## config.mk

```make
export PLATFORM = sky130hd
export DESIGN_NAME = mfd_regs
export DESIGN_NICKNAME = d
export VERILOG_FILES = /design/src/rtl/mfd_pkg.sv /design/src/rtl/mfd_temp_event.sv /design/src/rtl/mfd_regs.sv
export SDC_FILE = /design/constraint.sdc
export NUM_CORES = 1
export LEC_CHECK = 0
export ABC_AREA = 1
export BUFFER_PORTS_ARGS = -buffer_cell sky130_fd_sc_hd__buf_2
export CORE_ASPECT_RATIO = 2
export CORE_MARGIN = 10
export CORE_UTILIZATION = 53
export DETAILED_ROUTE_END_ITERATION = 8
export GPL_ROUTABILITY_DRIVEN = 0
export PLACE_DENSITY_LB_ADDON = 0.1
export REMOVE_ABC_BUFFERS = 1
export SYNTH_ARGS = -nofsm -noshare
export SYNTH_HDL_FRONTEND = slang
export SYNTH_SLANG_ARGS = --single-unit
```

## constraint.sdc

```tcl
create_clock -name clock_i -period 1.6 [get_ports clock_i]
set_input_delay 0.24 -clock clock_i [delete_from_list [all_inputs] [get_ports clock_i]]
set_output_delay 0.24 -clock clock_i [all_outputs]
set_load 0.02 [all_outputs]
```

## src/rtl/mfd_pkg.sv

```systemverilog
// package for the monitor mask-two and fan divisor register pair
// assumes a byte-wide register pointer port from the serial bus engine
package mfd_pkg;

  // register pointer addresses
  localparam logic [7:0] ADDR_STATUS_TWO = 8'h02;  // status two, read clears
  localparam logic [7:0] ADDR_MASK_TWO   = 8'h04;  // mask and mode two
  localparam logic [7:0] ADDR_FAN_DIV    = 8'h05;  // fan divisor and pin config

  // reset values
  localparam logic [7:0] MASK_TWO_RESET  = 8'h00;  // mask register power-on value
  localparam logic [3:0] FAN_DIV_UPPER   = 4'h5;   // fan divisor upper nibble at power-on
  localparam logic [7:0] STATUS_RESET    = 8'h00;  // status power-on value

  // mask and mode field positions
  localparam int MASK_TACH_TWO  = 3;  // masks tach two status
  localparam int MASK_INTRUSION = 4;  // masks intrusion status
  localparam int MASK_OVERTEMP  = 5;  // masks overtemp status
  localparam int MODE_HOT       = 6;  // hot temperature one-time mode
  localparam int MODE_OVERTEMP  = 7;  // overtemp one-time mode

  // status field positions
  localparam int STAT_HOT       = 0;  // hot temperature status
  localparam int STAT_TACH_TWO  = 3;  // tach two status
  localparam int STAT_INTRUSION = 4;  // intrusion status
  localparam int STAT_OVERTEMP  = 5;  // overtemp status

  // fan divisor field positions
  localparam int FAN_MODE_ONE   = 0;  // tach one level mode
  localparam int FAN_MODE_TWO   = 1;  // tach two level mode
  localparam int FAN_DIV_ONE_LO = 2;  // tach one divider low bit, also polarity
  localparam int FAN_DIV_TWO_LO = 4;  // tach two divider low bit
  localparam int FAN_PIN_OS     = 6;  // pin in overtemp mode
  localparam int FAN_PIN_RST    = 7;  // pin in reset mode

  // cycles after reset release before the id pins are captured
  localparam logic [1:0] VID_LOAD_CYCLE = 2'd2;

  // temperature comparator result for one limit pair
  typedef struct packed {
    logic above_high;  // reading above the high limit
    logic below_hyst;  // reading below the hysteresis limit
  } mfd_temp_cmp_t;

  // shared pin usage
  typedef enum logic [1:0] {
    MFD_PIN_OFF,
    MFD_PIN_OVERTEMP,
    MFD_PIN_RESET
  } mfd_pin_mode_t;

endpackage : mfd_pkg

```

## src/rtl/mfd_temp_event.sv

```systemverilog
// one temperature event tracker: repeating or one-time status behaviour
// assumes compare results valid while conv_done_i pulses, same clock
`timescale 1ns/1ps
`default_nettype none
module mfd_temp_event (
  input  wire logic                   clock_i,     // system clock
  input  wire logic                   resetn_i,    // async reset, active low
  input  wire logic                   one_time_i,  // one-time mode select
  input  wire logic                   conv_done_i, // conversion finished pulse
  input  wire mfd_pkg::mfd_temp_cmp_t cmp_i,       // limit compare results
  input  wire logic                   clear_i,     // status read pulse
  output logic                        status_o     // sticky status bit
);
  import mfd_pkg::*;

  logic hot_state;  // above high and not yet back below hysteresis
  logic set_event;  // status is to be set this cycle

  // decide whether this conversion raises the status
  always_comb begin
    set_event = 1'b0;
    if (conv_done_i) begin
      if (one_time_i) begin
        // single event on each crossing in either direction
        set_event = (!hot_state && cmp_i.above_high) ||
                    (hot_state && cmp_i.below_hyst);
      end else begin
        // repeat on every conversion until below hysteresis
        set_event = cmp_i.above_high || (hot_state && !cmp_i.below_hyst);
      end
    end
  end

  // crossing state
  always_ff @(posedge clock_i or negedge resetn_i) begin
    if (!resetn_i) begin
      hot_state <= 1'b0;
    end else if (conv_done_i) begin
      if (cmp_i.above_high) begin
        hot_state <= 1'b1;
      end else if (cmp_i.below_hyst) begin
        hot_state <= 1'b0;
      end
    end
  end

  // sticky status, a set beats a read clear
  always_ff @(posedge clock_i or negedge resetn_i) begin
    if (!resetn_i) begin
      status_o <= 1'b0;
    end else if (set_event) begin
      status_o <= 1'b1;
    end else if (clear_i) begin
      status_o <= 1'b0;
    end
  end
endmodule : mfd_temp_event
`default_nettype wire

```

## src/rtl/mfd_regs.sv

```systemverilog
// mask-two and fan divisor registers with their status and pin logic
// assumes the serial bus engine gives one-cycle register strobes on clock_i
`timescale 1ns/1ps
`default_nettype none
module mfd_regs (
  input  wire logic                   clock_i,             // 20 MHz system clock
  input  wire logic                   resetn_i,            // async power-on reset, low
  input  wire logic [7:0]             reg_addr_i,          // register pointer
  input  wire logic                   reg_wr_i,            // write strobe
  input  wire logic [7:0]             reg_wdata_i,         // write byte
  input  wire logic                   reg_rd_i,            // read strobe
  output logic      [7:0]             reg_rdata_o,         // read byte
  input  wire logic                   conv_done_i,         // conversion done pulse
  input  wire mfd_pkg::mfd_temp_cmp_t hot_cmp_i,           // hot limit compares
  input  wire mfd_pkg::mfd_temp_cmp_t overtemp_cmp_i,      // overtemp limit compares
  input  wire logic                   tach_two_count_i,    // tach two count limit hit
  input  wire logic                   tach_input_two_i,    // tach two pin level
  input  wire logic                   intrusion_flag_i,    // intrusion pin
  input  wire logic [3:0]             voltage_id_inputs_i, // id pins
  input  wire logic                   reset_request_i,     // reset pulse request
  output logic                        int_n_o,             // interrupt, active low
  output logic                        pin_out_o,           // shared pin drive level
  output logic                        pin_oe_o,            // shared pin drive enable
  output logic                        tach_one_level_o,    // tach one level mode
  output logic                        tach_two_level_o,    // tach two level mode
  output logic      [1:0]             tach_one_div_o,      // tach one divide log2
  output logic      [1:0]             tach_two_div_o       // tach two divide log2
);
  import mfd_pkg::*;

  logic [7:0]    mask_two;         // interrupt_mask_and_mode_two
  logic [7:0]    fan_div;          // fan_divisor_and_pin_config
  logic [7:0]    status_two;       // status two view
  logic [1:0]    vid_cnt;          // cycles since reset release
  logic          vid_done;         // id pins captured
  logic [3:0]    vid_s1;           // id pin sync stage one
  logic [3:0]    vid_s2;           // id pin sync stage two
  logic [2:0]    pin_s1;           // tach two, intrusion, reset request stage one
  logic [2:0]    pin_s2;           // same, stage two
  logic          tach_stat;        // tach two sticky status
  logic          intr_stat;        // intrusion sticky status
  logic          hot_stat;         // hot temperature status
  logic          os_stat;          // overtemp status
  logic          os_active;        // overtemp condition level
  logic          status_rd;        // read of status two
  logic          tach_event;       // tach two status set
  logic          tach_level_hit;   // tach two level condition
  mfd_pin_mode_t pin_mode;         // decoded pin usage

  assign status_rd  = reg_rd_i && (reg_addr_i == ADDR_STATUS_TWO);
  assign status_two = {2'b00, os_stat, intr_stat, tach_stat, 2'b00, hot_stat};

  // two-flop synchronisers for pins
  always_ff @(posedge clock_i or negedge resetn_i) begin
    if (!resetn_i) begin
      vid_s1 <= 4'h0;
      vid_s2 <= 4'h0;
      pin_s1 <= 3'h0;
      pin_s2 <= 3'h0;
    end else begin
      vid_s1 <= voltage_id_inputs_i;
      vid_s2 <= vid_s1;
      pin_s1 <= {reset_request_i, intrusion_flag_i, tach_input_two_i};
      pin_s2 <= pin_s1;
    end
  end

  // mask register, byte write
  always_ff @(posedge clock_i or negedge resetn_i) begin
    if (!resetn_i) begin
      mask_two <= MASK_TWO_RESET;
    end else if (reg_wr_i && reg_addr_i == ADDR_MASK_TWO) begin
      mask_two <= reg_wdata_i;
    end
  end

  // capture delay for id pins after reset release
  always_ff @(posedge clock_i or negedge resetn_i) begin
    if (!resetn_i) begin
      vid_cnt  <= 2'd0;
      vid_done <= 1'b0;
    end else if (!vid_done) begin
      vid_cnt  <= vid_cnt + 2'd1;
      vid_done <= (vid_cnt == VID_LOAD_CYCLE);
    end
  end

  // fan divisor register; low nibble from id pins once settled
  always_ff @(posedge clock_i or negedge resetn_i) begin
    if (!resetn_i) begin
      fan_div <= {FAN_DIV_UPPER, 4'h0};
    end else if (reg_wr_i && reg_addr_i == ADDR_FAN_DIV) begin
      fan_div <= reg_wdata_i;
    end else if (!vid_done && vid_cnt == VID_LOAD_CYCLE) begin
      fan_div <= {FAN_DIV_UPPER, vid_s2};
    end
  end

  // read data register, unmapped reads give zero
  always_ff @(posedge clock_i or negedge resetn_i) begin
    if (!resetn_i) begin
      reg_rdata_o <= 8'h00;
    end else if (reg_rd_i) begin
      if (reg_addr_i == ADDR_STATUS_TWO) begin
        reg_rdata_o <= status_two;
      end else if (reg_addr_i == ADDR_MASK_TWO) begin
        reg_rdata_o <= mask_two;
      end else if (reg_addr_i == ADDR_FAN_DIV) begin
        reg_rdata_o <= fan_div;
      end else begin
        reg_rdata_o <= 8'h00;
      end
    end
  end

  // tach two: level mode with polarity, else count limit
  assign tach_level_hit = fan_div[FAN_DIV_ONE_LO] ? !pin_s2[0] : pin_s2[0];
  assign tach_event = fan_div[FAN_MODE_TWO] ? tach_level_hit : tach_two_count_i;

  // tach two and intrusion sticky status, set beats clear
  always_ff @(posedge clock_i or negedge resetn_i) begin
    if (!resetn_i) begin
      tach_stat <= STATUS_RESET[STAT_TACH_TWO];
      intr_stat <= STATUS_RESET[STAT_INTRUSION];
    end else begin
      tach_stat <= tach_event || (tach_stat && !status_rd);
      intr_stat <= pin_s2[1] || (intr_stat && !status_rd);
    end
  end

  // hot temperature tracker
  mfd_temp_event u_hot (
    .clock_i     (clock_i),
    .resetn_i    (resetn_i),
    .one_time_i  (mask_two[MODE_HOT]),
    .conv_done_i (conv_done_i),
    .cmp_i       (hot_cmp_i),
    .clear_i     (status_rd),
    .status_o    (hot_stat)
  );

  // overtemp tracker
  mfd_temp_event u_os (
    .clock_i     (clock_i),
    .resetn_i    (resetn_i),
    .one_time_i  (mask_two[MODE_OVERTEMP]),
    .conv_done_i (conv_done_i),
    .cmp_i       (overtemp_cmp_i),
    .clear_i     (status_rd),
    .status_o    (os_stat)
  );

  // overtemp level for the shared pin, held between crossings
  always_ff @(posedge clock_i or negedge resetn_i) begin
    if (!resetn_i) begin
      os_active <= 1'b0;
    end else if (conv_done_i && overtemp_cmp_i.above_high) begin
      os_active <= 1'b1;
    end else if (conv_done_i && overtemp_cmp_i.below_hyst) begin
      os_active <= 1'b0;
    end
  end

  // interrupt from unmasked upper status
  always_ff @(posedge clock_i or negedge resetn_i) begin
    if (!resetn_i) begin
      int_n_o <= 1'b1;
    end else begin
      int_n_o <= !((tach_stat && !mask_two[MASK_TACH_TWO]) ||
                   (intr_stat && !mask_two[MASK_INTRUSION]) ||
                   (os_stat && !mask_two[MASK_OVERTEMP]));
    end
  end

  // shared pin mode decode, reset mode first
  always_comb begin
    if (fan_div[FAN_PIN_RST]) begin
      pin_mode = MFD_PIN_RESET;
    end else if (fan_div[FAN_PIN_OS]) begin
      pin_mode = MFD_PIN_OVERTEMP;
    end else begin
      pin_mode = MFD_PIN_OFF;
    end
  end

  // open-drain drive of the shared pin
  always_ff @(posedge clock_i or negedge resetn_i) begin
    if (!resetn_i) begin
      pin_out_o <= 1'b0;
      pin_oe_o  <= 1'b0;
    end else begin
      pin_out_o <= 1'b0;
      case (pin_mode)
        MFD_PIN_RESET:    pin_oe_o <= pin_s2[2];
        MFD_PIN_OVERTEMP: pin_oe_o <= os_active;
        default:          pin_oe_o <= 1'b0;
      endcase
    end
  end

  // fan mode and divider outputs
  always_ff @(posedge clock_i or negedge resetn_i) begin
    if (!resetn_i) begin
      tach_one_level_o <= 1'b0;
      tach_two_level_o <= 1'b0;
      tach_one_div_o   <= 2'b00;
      tach_two_div_o   <= 2'b00;
    end else begin
      tach_one_level_o <= fan_div[FAN_MODE_ONE];
      tach_two_level_o <= fan_div[FAN_MODE_TWO];
      tach_one_div_o   <= fan_div[FAN_DIV_ONE_LO +: 2];
      tach_two_div_o   <= fan_div[FAN_DIV_TWO_LO +: 2];
    end
  end
endmodule : mfd_regs
`default_nettype wire

```

# Yosys cells after proc, flatten, opt, wreduce, memory -nomap -nowiden
# Cells that the tools add are included.
# totals
register_bits	56
in_bits	33
out_inout_bits	17
elab_cells	97
# op_classes
n_addsub	1
n_eq_ne	6
mux	24
reduce_logical	44
# op_table
operator	count
8-bit 2-to-1 mux	5
1-bit logical AND	17
1-bit 2-to-1 mux	17
8-bit by 3-bit == test with 1-bit output (second input constant)	2
2-bit nonzero test	6
1-bit zero test	11
8-bit by 2-bit == test with 1-bit output (second input constant)	1
1-bit logical OR	8
2-bit == test (second input constant)	2
2-bit AND reduction	2
2-bit by 1-bit adder with 2-bit output (second input constant)	1
2-bit by 1-bit == test with 1-bit output (second input constant)	1
2-bit 2-to-1 mux	1
1-bit one-hot mux with 2 select lines	1

# Longest topological paths before layout
# Gate-level depths: netlist of the first run.
# logic_depth
depth_word	6
mapped_depth	8
depth_no_buf	8

# Modules after synthesis
# From an unflattened synthesis of the first run, not the netlist that was laid out.
# hier_totals
hier_cells	246
hier_area_um2	2292.2
# by_module_without_submodules
mod	instances	cells_per_inst	area_per_inst_um2	seq_area_each_um2
mfd_regs	1	216	2082.0	1305.0
mfd_temp_event	2	15	105.1	50.0

# Least setup slack after synthesis of the first run
# No wires, ideal clock.
# synth_timing
path_type	register -> register
startpoint	register vid_cnt[0]
endpoint	register fan_div[5]
setup_time_ps	119
arrival_time_ps	1086
required_ps	1481
setup_slack_ps	395
path_stages_with_launch	8
path_buffers	0
synth_period_minus_slack_ps	1205
path_cell_list	dfrtp_1 inv_1 ha_1 inv_1 nor2_1 inv_1 nand3_1 o21ai_2
# synth_between
elab_chain_cells	3
# synth_lines
element	line_no	rtl
start: declaration	mfd_regs.sv:34	logic [1:0] vid_cnt;
start signal: assignment	mfd_regs.sv:83	vid_cnt <= vid_cnt + 2'd1;
2-bit == test	mfd_regs.sv:94	end else if (!vid_done && vid_cnt == VID_LOAD_CYCLE) begin
1-bit logical AND	mfd_regs.sv:94	
2-bit nonzero test (no line)	-	
end signal: assignment	mfd_regs.sv:91	fan_div <= {FAN_DIV_UPPER, 4'h0};
end signal: assignment	mfd_regs.sv:93	fan_div <= reg_wdata_i;
end signal: assignment	mfd_regs.sv:95	fan_div <= {FAN_DIV_UPPER, vid_s2};
end: declaration	mfd_regs.sv:32	logic [7:0] fan_div;
# No other way between the ends.
# A chain may end at the register's enable or synchronous reset.

# Worst setup path after layout of the first run
# layout_timing
startpoint	register vid_cnt[0]
endpoint	register fan_div[6]
# Same word-level chain as after synthesis.

==> results of run 1 <==
[repair_timing]
item	CTS	global route
hold buffers	1	0
hold endpoints to repair	53	0
setup endpoints to repair	0	0
[cell type report]
type	instances	area share [%]
Clock inverter	3	0.959
Timing Repair Buffer	52	10.4
Tap cell	54	2.47
Multi-Input combinational cell	154	28.6
Inverter	27	3.74
Sequential cell	56	51.3
Clock buffer	5	2.51
[worst max-delay path by stage]
stage | start | end | slack, ns
after floorplan | vid_cnt[0]$_DFFE_PN0N_ | fan_div[5]$_DFFE_PN0P_ | 0.39
after detailed placement | reg_addr_i[0] | mask_two[7]$_DFFE_PN0P_ | 0.28
after CTS | vid_cnt[0]$_DFFE_PN0N_ | fan_div[6]$_DFFE_PN1P_ | 0.35
after global placement | reg_addr_i[1] | fan_div[2]$_DFFE_PN0P_ | 0.32
after global routing | vid_cnt[0]$_DFFE_PN0N_ | fan_div[4]$_DFFE_PN1P_ | 0.15
final | vid_cnt[0]$_DFFE_PN0N_ | fan_div[6]$_DFFE_PN1P_ | 0.37
[Yosys cell counts]
cell type	count	area, sq um
dfstp_2	3	78.8
buf_4	2	15.0
clkbuf_1	1	3.75
o21ai_2	7	61.3
conb_1	1	3.75
o21ai_0	5	25.0
dfrtp_1	53	1330
nand3_1	35	175
clkinv_2	1	5.00
nand2_4	1	11.3
buf_6	2	22.5
nand2_1	74	278
or2_2	1	6.26
a21o_1	1	7.51
ha_1	1	12.5
nor2_1	13	48.8
o22ai_1	1	6.26
xnor2_1	2	17.5
o211ai_1	3	22.5
nand3_4	2	35.0
inv_1	22	82.6
inv_2	4	15.0
a21oi_2	2	17.5
nor2_8	2	40.0
nor2_2	1	6.26
a21oi_1	2	10.0
[per-stage QoR]
stage	cells	power, W	hold WS [ns]
after floorplan	237	0.00165	-0.0556
after global placement	342	0.00177	0.263
after detailed placement	342	0.00178	0.260
after CTS	351	0.00258	0.0129
after global routing	351	0.00266	0.00425
final	351	0.00255	0.0223
[power breakdown]
group,internal [W],switching [W]
combinational,0.0000847,0.000145
clock,0.000323,0.000477
sequential,0.00148,0.0000350
[layer usage]
layer	share of wire (%)	routed length [um]
met3	6.1	284
met5	0	0
met1	37	1710
met4	3.7	172
met2	54	2500
[worst max-delay path, delay by kind of cell, from the launching register on]
kind,cells,cell delay (ns)
buffers and inverters,3,0.25
flip-flops,1,0.40
adder cells (fa/ha/maj),1,0.15
AND/OR/NAND/NOR,4,0.37
[flip-flops by register name, summed over array words and instances, names as in the netlist, 2 cells and up]
register,count
tach_one_div_o,2
reg_rdata_o,8
fan_div,8
vid_cnt,2
tach_two_div_o,2
vid_s1,4
mask_two,8
pin_s2,3
pin_s1,3
vid_s2,4
[logic make-up (layout without fill, tap and decap cells)]
kind of cell               Yosys count  after routing  synth area share, %
AOI/OAI and AO/OA                   21             21                 6.43
adders and majority gates            1              1                0.536
xor gates and xnor gates             2              2                0.751
buffers and inverters               32             87                 6.17
other                                1              1                0.161
and+or+nand+nor                    129            129                 25.7
DFF                                 56             56                 60.2
==> results by group, run 1 <==
Clock tree
  • Root Buffer: clkbuf_8
  • Setup bufs post-CTS: 0
  • CTS tree: built
  • CTS clock-pin slew for the worst setup and hold paths: 0.10 ns
  • Post_cts resized: 0
  • CTS sink count: 56
  • Clock Latency Late Sink: 0.31 ns
  • Clock Path Buffers: 2
  • H-tree depth: 2
  • TritonCTS buffer count: 5

Routing
  • Routed WL: 4670 um
  • Vias per inst: 4.98
  • Post-DR wirelength/cell: 13.3 um
  • Vias: 1747
  • Routed Antenna Nets: 0
  • 1st-pass router iterations: 6
  • Initial DRC Count: 56
  • Post-route DRC: 0

Critical path
  • Critical Path Fanout Max: 7
  • Worst R2R Start: vid_cnt[0]$_DFFE_PN0N_
  • Critical Path End Type: flip-flop
  • Worst reg2reg path depth: 8
  • R2R Path End: fan_div[6]$_DFFE_PN1P_
  • Startpoint Class: flip-flop
  • WP data arrival: 1.48 ns
  • WS Path Type: reg -> reg
  • Setup slack, reg-to-reg: 0.37 ns
  • Longest individual stage delay on the worst path: 0.40 ns
  • Cell Chain, Critical Path: inv_1, ha_1, inv_1, nor2_1, inv_1, nand2_1, nor2_1, nor2_1
  • CP Data Required Time: 1.85 ns
  • Crit-path slowest cell: dfrtp_1

Worst hold path
  • Hold Path Sink: vid_s1[0]$_DFF_PN0_
  • Min-delay src: voltage_id_inputs_i[0]
  • WHS Path Cells: 1
  • HP Class: in -> reg

Die
  • DIE WIDTH: 66.9 um
  • Die Y-Extent: 114 um
  • Core Region: 4300 sq um
  • Number of cell rows: 34
  • Num ports: 50
  • Die area: 7620 sq um
  • Initial core utilization: 54.3%

Synthesis
  • Synthesized flop and latch total: 56
  • Post-Synthesis Cells: 242
  • Mapped Area: 2330 sq um
  • Post-synth cell types: 26
  • Avg Inst Size Synth: 9.64 sq um
  • Register area share after synthesis: 60.2%
  • Synth Warn #: 0

GRT
  • GRT met2 Usage: 24.1%
  • Largest net degree at the start of global routing: 57
  • Met3 Use GR: 3.83%
  • Initial antenna violation count: 0
  • GR Util All Layers: 13.3%
  • Gr busiest metal: met2
  • First-pass GRT wire length: 8040 um
  • GR met1 Demand/Resource: 12.3%
  • Vias in the first global route: 1866
  • Congestion Overflow GR: 0

STA
  • Final hold vios: 0
  • Post-route setup TNS: 0 ns
  • Peak Freq: 816 MHz
  • Slack of the critical path: 0.374 ns
  • Clock Skews: 0.00336 ns
  • Final Slew Violations: 0
  • RSZ-0062 raised after global routing: no
  • Final Cycle Share: 76.6%
  • Setup violations, final: 0
  • Crit path time final: 1.23 ns

Final layout
  • Layout cells sized above 1: 27.9%
  • Fill count: 392
  • Commonest non-fill, non-tap cells in the layout: nand2_1 (74), dfrtp_1 (53), buf_2 (48)
  • Area grow syn2layout: 17.4%
  • Most common cell after layout, fill and taps aside: nand2_1
  • Area of the multi-input gates: 785 sq um
  • Register area: 1410 sq um
  • Nets: 330
  • Core Util, Final: 63.8%
  • Final instance area: 2740 sq um
  • Antenna Diode Count: 0

Power
  • Max rail drop VDD: 0.000704 V
  • Pwr per Cell Area: 930 nW/um^2
  • Leakage: 1.49 nW

Place
  • Post-placement cell area: 2640 sq um
  • Port-buffer cells: 48
  • Dpl ws: 0.282 ns
  • Detailed Place HPWL: 3680 um

Status
  • Status: finished clean

Run
  • Maxcap violations: 0
No activity file was read; power rests on OpenSTA's default activity.
==> inputs of run 2 (changes only) <==
--- a/config.mk
+++ b/config.mk
@@ -9,7 +9,7 @@
 export BUFFER_PORTS_ARGS = -buffer_cell sky130_fd_sc_hd__buf_2
 export CORE_ASPECT_RATIO = 2
 export CORE_MARGIN = 10
-export CORE_UTILIZATION = 53
+export CORE_UTILIZATION = 48
 export DETAILED_ROUTE_END_ITERATION = 8
 export GPL_ROUTABILITY_DRIVEN = 0
 export PLACE_DENSITY_LB_ADDON = 0.1
==> constraint.sdc (replaced) <==
create_clock -name clock_i -period 1.1 [get_ports clock_i]
set_input_delay 0.165 -clock clock_i [delete_from_list [all_inputs] [get_ports clock_i]]
set_output_delay 0.165 -clock clock_i [all_outputs]
set_load 0.02 [all_outputs]
==> results by group, run 2 (synthesis results as in run 1) <==
Status
  • Status: finished, violations left
  • Violated checks: negative setup slack

Place
  • Detailed Place HPWL: 3970 um
  • Post-placement cell area: 2720 sq um
  • Port-buffer cells: 48
  • Dpl ws: -0.0907 ns

Worst hold path
  • HP Class: in -> reg
  • Hold Path Sink: fan_div[0]$_DFFE_PN0P_
  • Min-delay src: reg_wdata_i[0]
  • WHS Path Cells: 3

STA
  • Final Slew Violations: 0
  • Crit path time final: 1.13 ns
  • Slack of the critical path: -0.0344 ns
  • Final hold vios: 0
  • Setup violations, final: 5
  • Final Cycle Share: 103%
  • RSZ-0062 raised after global routing: yes
  • Hold_ws: 0.0882 ns
  • Peak Freq: 882 MHz
  • Clock Skews: 0.00567 ns

Routing
  • Routed WL: 5130 um
  • Vias: 1763
  • Post-DR wirelength/cell: 13.9 um
  • Post-route DRC: 0
  • 1st-pass router iterations: 6
  • Vias per inst: 4.76
  • Routed Antenna Nets: 0
  • Initial DRC Count: 59

Critical path
  • CP Data Required Time: 1.35 ns
  • WS Path Type: reg -> reg
  • Critical Path Fanout Max: 4
  • R2R Path End: fan_div[3]$_DFFE_PN0P_
  • Worst R2R Start: vid_cnt[0]$_DFFE_PN0N_
  • Setup slack, reg-to-reg: -0.03 ns
  • WP data arrival: 1.38 ns
  • CP top delay family: flip-flops
  • Longest individual stage delay on the worst path: 0.38 ns
  • Worst reg2reg path depth: 7
  • Crit-path slowest cell: dfrtp_1
  • Cell Chain, Critical Path: inv_1, ha_2, inv_2, nor2_4, buf_6, nand3_1, nand3_1
  • Startpoint Class: flip-flop
  • Critical Path End Type: flip-flop
  • Buf+Inv Stages, Crit Path: 3
  • Worst path most repeated cell: nand3_1

Final layout
  • Nets: 348
  • Most common cell after layout, fill and taps aside: nand2_1
  • Commonest non-fill, non-tap cells in the layout: nand2_1 (73), dfrtp_1 (53), buf_2 (47)
  • Area grow syn2layout: 27.2%
  • Area of the multi-input gates: 807 sq um
  • Layout cells sized above 1: 32.1%
  • Register area: 1410 sq um
  • Top Registers: fan_div (8), mask_two (8), reg_rdata_o (8)
  • Antenna Diode Count: 0
  • Final instance area: 2970 sq um
  • Fill count: 442

Clock tree
  • H-tree depth: 2
  • Clock Latency Late Sink: 0.30 ns
  • Clock Path Buffers: 2
  • TritonCTS buffer count: 5
  • Root Buffer: clkbuf_8
  • CTS sink count: 56
  • CTS clock-pin slew for the worst setup and hold paths: 0.10 ns
  • CTS tree: built

Die
  • Core Region: 4640 sq um
  • Number of cell rows: 35
  • DIE WIDTH: 69.3 um
  • Die area: 8220 sq um
  • Num ports: 50
  • Die Y-Extent: 119 um
  • Initial core utilization: 50.3%

Power
  • Pwr per Cell Area: 1340 nW/um^2
  • Comb power frac: 9.3%
  • Switching share of total power: 23.2%
  • Seq pwr share: 55.6%
  • Clk pwr share: 35.1%
  • Design internal power: 0.00306 W
  • Net switching power: 0.000923 W
  • Leakage: 1.59 nW
  • Max rail drop VDD: 0.00118 V

GRT
  • Initial antenna violation count: 0
  • Vias in the first global route: 1921
  • Congestion Overflow GR: 0
  • GR Util All Layers: 12.9%
  • First-pass GRT wire length: 8990 um
  • Largest net degree at the start of global routing: 25

Run
  • Maxcap violations: 0
run 2: metal layers:
metal | vias up | share of wire [%] | track usage (%)
li1 | 905 | - | -
met4 | 0 | 1.8 | 4.94
met3 | 7 | 3.7 | 2.60
met2 | 41 | 56 | 24.1
met5 | - | 0 | 0
met1 | 810 | 38 | 13.3
run 2: worst max-delay path by stage:
stage          depth (start not counted)                   start                       to  slack, ns
6_report                               7  vid_cnt[0]$_DFFE_PN0N_   fan_div[3]$_DFFE_PN0P_      -0.03
5_1_grt                                8  vid_cnt[0]$_DFFE_PN0N_   fan_div[6]$_DFFE_PN1P_      -0.10
4_1_cts                                8  vid_cnt[0]$_DFFE_PN0N_   fan_div[4]$_DFFE_PN1P_      -0.03
3_5_place_dp                           7           reg_addr_i[7]  mask_two[7]$_DFFE_PN0P_      -0.09
3_3_place_gp                           7           reg_addr_i[5]  mask_two[7]$_DFFE_PN0P_       -0.1
2_1_floorplan                          7  vid_cnt[0]$_DFFE_PN0N_   fan_div[5]$_DFFE_PN0P_      -0.11
run 2: tightest hold or removal path, delay by kind of cell:
family,cells,cell delay [ns]
simple gates,2,0.12
buf+inv,1,0.08
run 2: metrics by stage:
stage | setup TNS, ns | utilization (%) | total power [W] | instances
floorplan | -0.815 | - | 0.00240 | 237
global placement | -0.856 | 58.7 | 0.00260 | 353
detailed placement | -1.13 | 58.7 | 0.00261 | 353
CTS | -0.193 | 63.7 | 0.00403 | 370
global route | -0.735 | 63.9 | 0.00417 | 370
finish | -0.0948 | 63.9 | 0.00398 | 370
run 2: power groups by stage:
stage	combinational (W)	sequential [W]	clock, W
final	0.000369	0.00221	0.00140
after global routing	0.000418	0.00223	0.00153
after global placement	0.000345	0.00225	0
after floorplan	0.000128	0.00227	0
after detailed placement	0.000353	0.00225	0
after CTS	0.000377	0.00221	0.00144
run 2: area by class of cell:
type | instances | area share [%]
clock buffers | 6 | 2.78
clock inverters | 2 | 1.31
inverters | 27 | 3.54
multi-input cells | 154 | 27.2
flip-flops and latches | 56 | 47.3
well taps | 55 | 2.32
repair buffers | 70 | 15.5
run 2: repair_timing:
item	4_1_cts	5_1_grt
buffers inserted	1	0
pin swaps	4	7
setup endpoints to repair	9	9
gates cloned	0	0
endpoints found under the hold margin	39	0
gates resized for setup	9	3
hold buffers	8	0
==> inputs of run 3 (changes only) <==
--- a/config.mk
+++ b/config.mk
@@ -9,9 +9,10 @@
 export BUFFER_PORTS_ARGS = -buffer_cell sky130_fd_sc_hd__buf_2
 export CORE_ASPECT_RATIO = 2
 export CORE_MARGIN = 10
-export CORE_UTILIZATION = 48
+export CORE_UTILIZATION = 39
 export DETAILED_ROUTE_END_ITERATION = 8
 export GPL_ROUTABILITY_DRIVEN = 0
+export GPL_TIMING_DRIVEN = 0
 export PLACE_DENSITY_LB_ADDON = 0.1
 export REMOVE_ABC_BUFFERS = 1
 export SYNTH_ARGS = -nofsm -noshare
==> constraint.sdc (replaced) <==
create_clock -name clock_i -period 1.1 [get_ports clock_i]
set_input_delay 0.165 -clock clock_i [delete_from_list [all_inputs] [get_ports clock_i]]
set_output_delay 0.165 -clock clock_i [all_outputs]
set_load 0.01 [all_outputs]
==> results by group, run 3 (synthesis results as in run 1) <==
STA
  • Final Cycle Share: 104%
  • Clock Skews: 0.00406 ns
  • Worst Max-Slew Pin Slew: 0.698 ns
  • RSZ-0062 raised after global routing: yes
  • Setup violations, final: 7
  • Slack of the critical path: -0.0437 ns
  • Final Slew Violations: 0
  • Peak Freq: 874 MHz
  • Slew headroom: 53.5%
  • Crit path time final: 1.14 ns
  • Final hold vios: 0

Critical path
  • Setup slack, reg-to-reg: -0.04 ns
  • Critical Path Source: vid_cnt[0]$_DFFE_PN0N_
  • Critical Path End Type: flip-flop
  • Startpoint Class: flip-flop
  • WP data arrival: 1.39 ns
  • CP Data Required Time: 1.34 ns
  • Worst R2R Start: vid_cnt[0]$_DFFE_PN0N_
  • Critical Path Fanout Max: 3
  • WS Path Type: reg -> reg

Routing
  • Initial DRC Count: 110
  • Routed WL: 5070 um
  • Post-DR wirelength/cell: 13.8 um
  • Routed Antenna Nets: 0
  • Post-route DRC: 0
  • Vias: 1736
  • 1st-pass router iterations: 4
  • Vias per inst: 4.74

Clock tree
  • CTS clock-pin slew for the worst setup and hold paths: 0.07 ns
  • CTS sink count: 56
  • Root Buffer: clkbuf_16
  • CTS tree: built
  • Clock Latency Late Sink: 0.30 ns
  • Clock Path Buffers: 2
  • H-tree depth: 2
  • TritonCTS buffer count: 5

Die
  • Die Y-Extent: 129 um
  • Initial core utilization: 40.5%
  • Core Region: 5760 sq um
  • Num ports: 50
  • DIE WIDTH: 74.7 um
  • Number of cell rows: 39
  • Die area: 9660 sq um

Final layout
  • Layout cells sized above 1: 29.5%
  • Commonest non-fill, non-tap cells in the layout: nand2_1 (73), dfrtp_1 (53), buf_2 (46)
  • Area grow syn2layout: 24.3%
  • Antenna Diode Count: 0
  • Layout Cells excl Fill: 366
  • Most common cell after layout, fill and taps aside: nand2_1
  • Nets: 338
  • Core Util, Final: 50.4%
  • Top Registers: fan_div (8), mask_two (8), reg_rdata_o (8)

GRT
  • Vias in the first global route: 1777
  • First-pass GRT wire length: 8600 um
  • Initial antenna violation count: 0
  • GR Util All Layers: 11.7%
  • Congestion Overflow GR: 0
  • Largest net degree at the start of global routing: 57

Status
  • Violated checks: negative setup slack
  • Status: finished, violations left

Power
  • Leakage: 1.54 nW
  • Pwr per Cell Area: 1440 nW/um^2
  • Max rail drop VDD: 0.00162 V

Place
  • Port-buffer cells: 48
  • Detailed Place HPWL: 3750 um
  • Placed cells: 346
  • Dpl ws: -0.412 ns

Run
  • Maxcap violations: 0

Worst hold path
  • HP Class: in -> reg
  • Min-delay src: reg_wdata_i[7]
[run 3: cell types whose count changed in the layout (fill, tap and decap cells not counted)]
cell | previous run | this run
buf_12 | 2 | 0
buf_2 | 47 | 46
buf_4 | 11 | 5
buf_6 | 2 | 1
bufinv_16 | 1 | 0
clkbuf_16 | 0 | 5
clkbuf_8 | 6 | 0
clkinv_2 | 1 | 0
clkinvlp_4 | 0 | 1
inv_4 | 1 | 2
inv_8 | 0 | 1
nand3_1 | 33 | 34
nand3_2 | 2 | 1
[run 3: area by class of cell]
class | instances | area [sq um]
clock inverter | 3 | 27.5
fill | 556 | 2860
multi-input combinational | 154 | 802
sequential | 56 | 1410
inverter | 27 | 106
tap | 61 | 76.3
timing repair buffer | 60 | 359
clock buffer | 5 | 125
[run 3: path summary, 6_finish.rpt]
kind | to | cells past startpoint
max | fan_div[3]$_DFFE_PN0P_ | 7
min | fan_div[7]$_DFFE_PN0P_ | 3
max reg2reg | fan_div[3]$_DFFE_PN0P_ | 7
min reg2reg | pin_s2[1]$_DFF_PN0_ | 0
max in group asynchronous | mask_two[0]$_DFFE_PN0P_ | 2
min in group asynchronous | vid_s1[1]$_DFF_PN0_ | 2
[run 3: stage by stage]
step | hold slack [ns] | setup TNS (ns) | area (sq um) | total power (W)
2_1_floorplan | -0.131 | -0.815 | 2290 | 0.00238
3_3_place_gp | 0.272 | -16.29 | 2610 | 0.00255
4_1_cts | 0.0819 | -0.529 | 2880 | 0.00425
3_5_place_dp | 0.275 | -16.40 | 2610 | 0.00256
5_1_grt | 0.0911 | -0.873 | 2900 | 0.00439
6_report | 0.0903 | -0.186 | 2900 | 0.00418
[run 3: where the power goes]
| part | switching (W) | internal [W] |
|---|---|---|
| Combinational | 0.000190 | 0.000133 |
| Sequential | 0.0000553 | 0.00216 |
| Clock | 0.000780 | 0.000865 |
| Total | 0.00103 | 0.00316 |
[run 3: layer usage]
layer	part of all wire [%]	wire length, um	GRT usage (%)
met5	0	0	0
met3	7.0	354	4.66
met2	52	2630	19.8
met1	39	1960	11.7
met4	2.4	121	6.39
[run 3: timing repair]
item	CTS	global route
buffers inserted	3	1
hold endpoints to repair	7	53
hold buffers	7	1
resized for setup	8	2
pin swaps	2	2
endpoints found under the setup margin	9	16
[run 3: critical path: stages (launching register included)]
cell	delay, ns
dfrtp_1	0.38
inv_1	0.06
ha_2	0.17
inv_2	0.04
nor2_4	0.12
buf_4	0.14
nand3_1	0.07
nand3_1	0.09
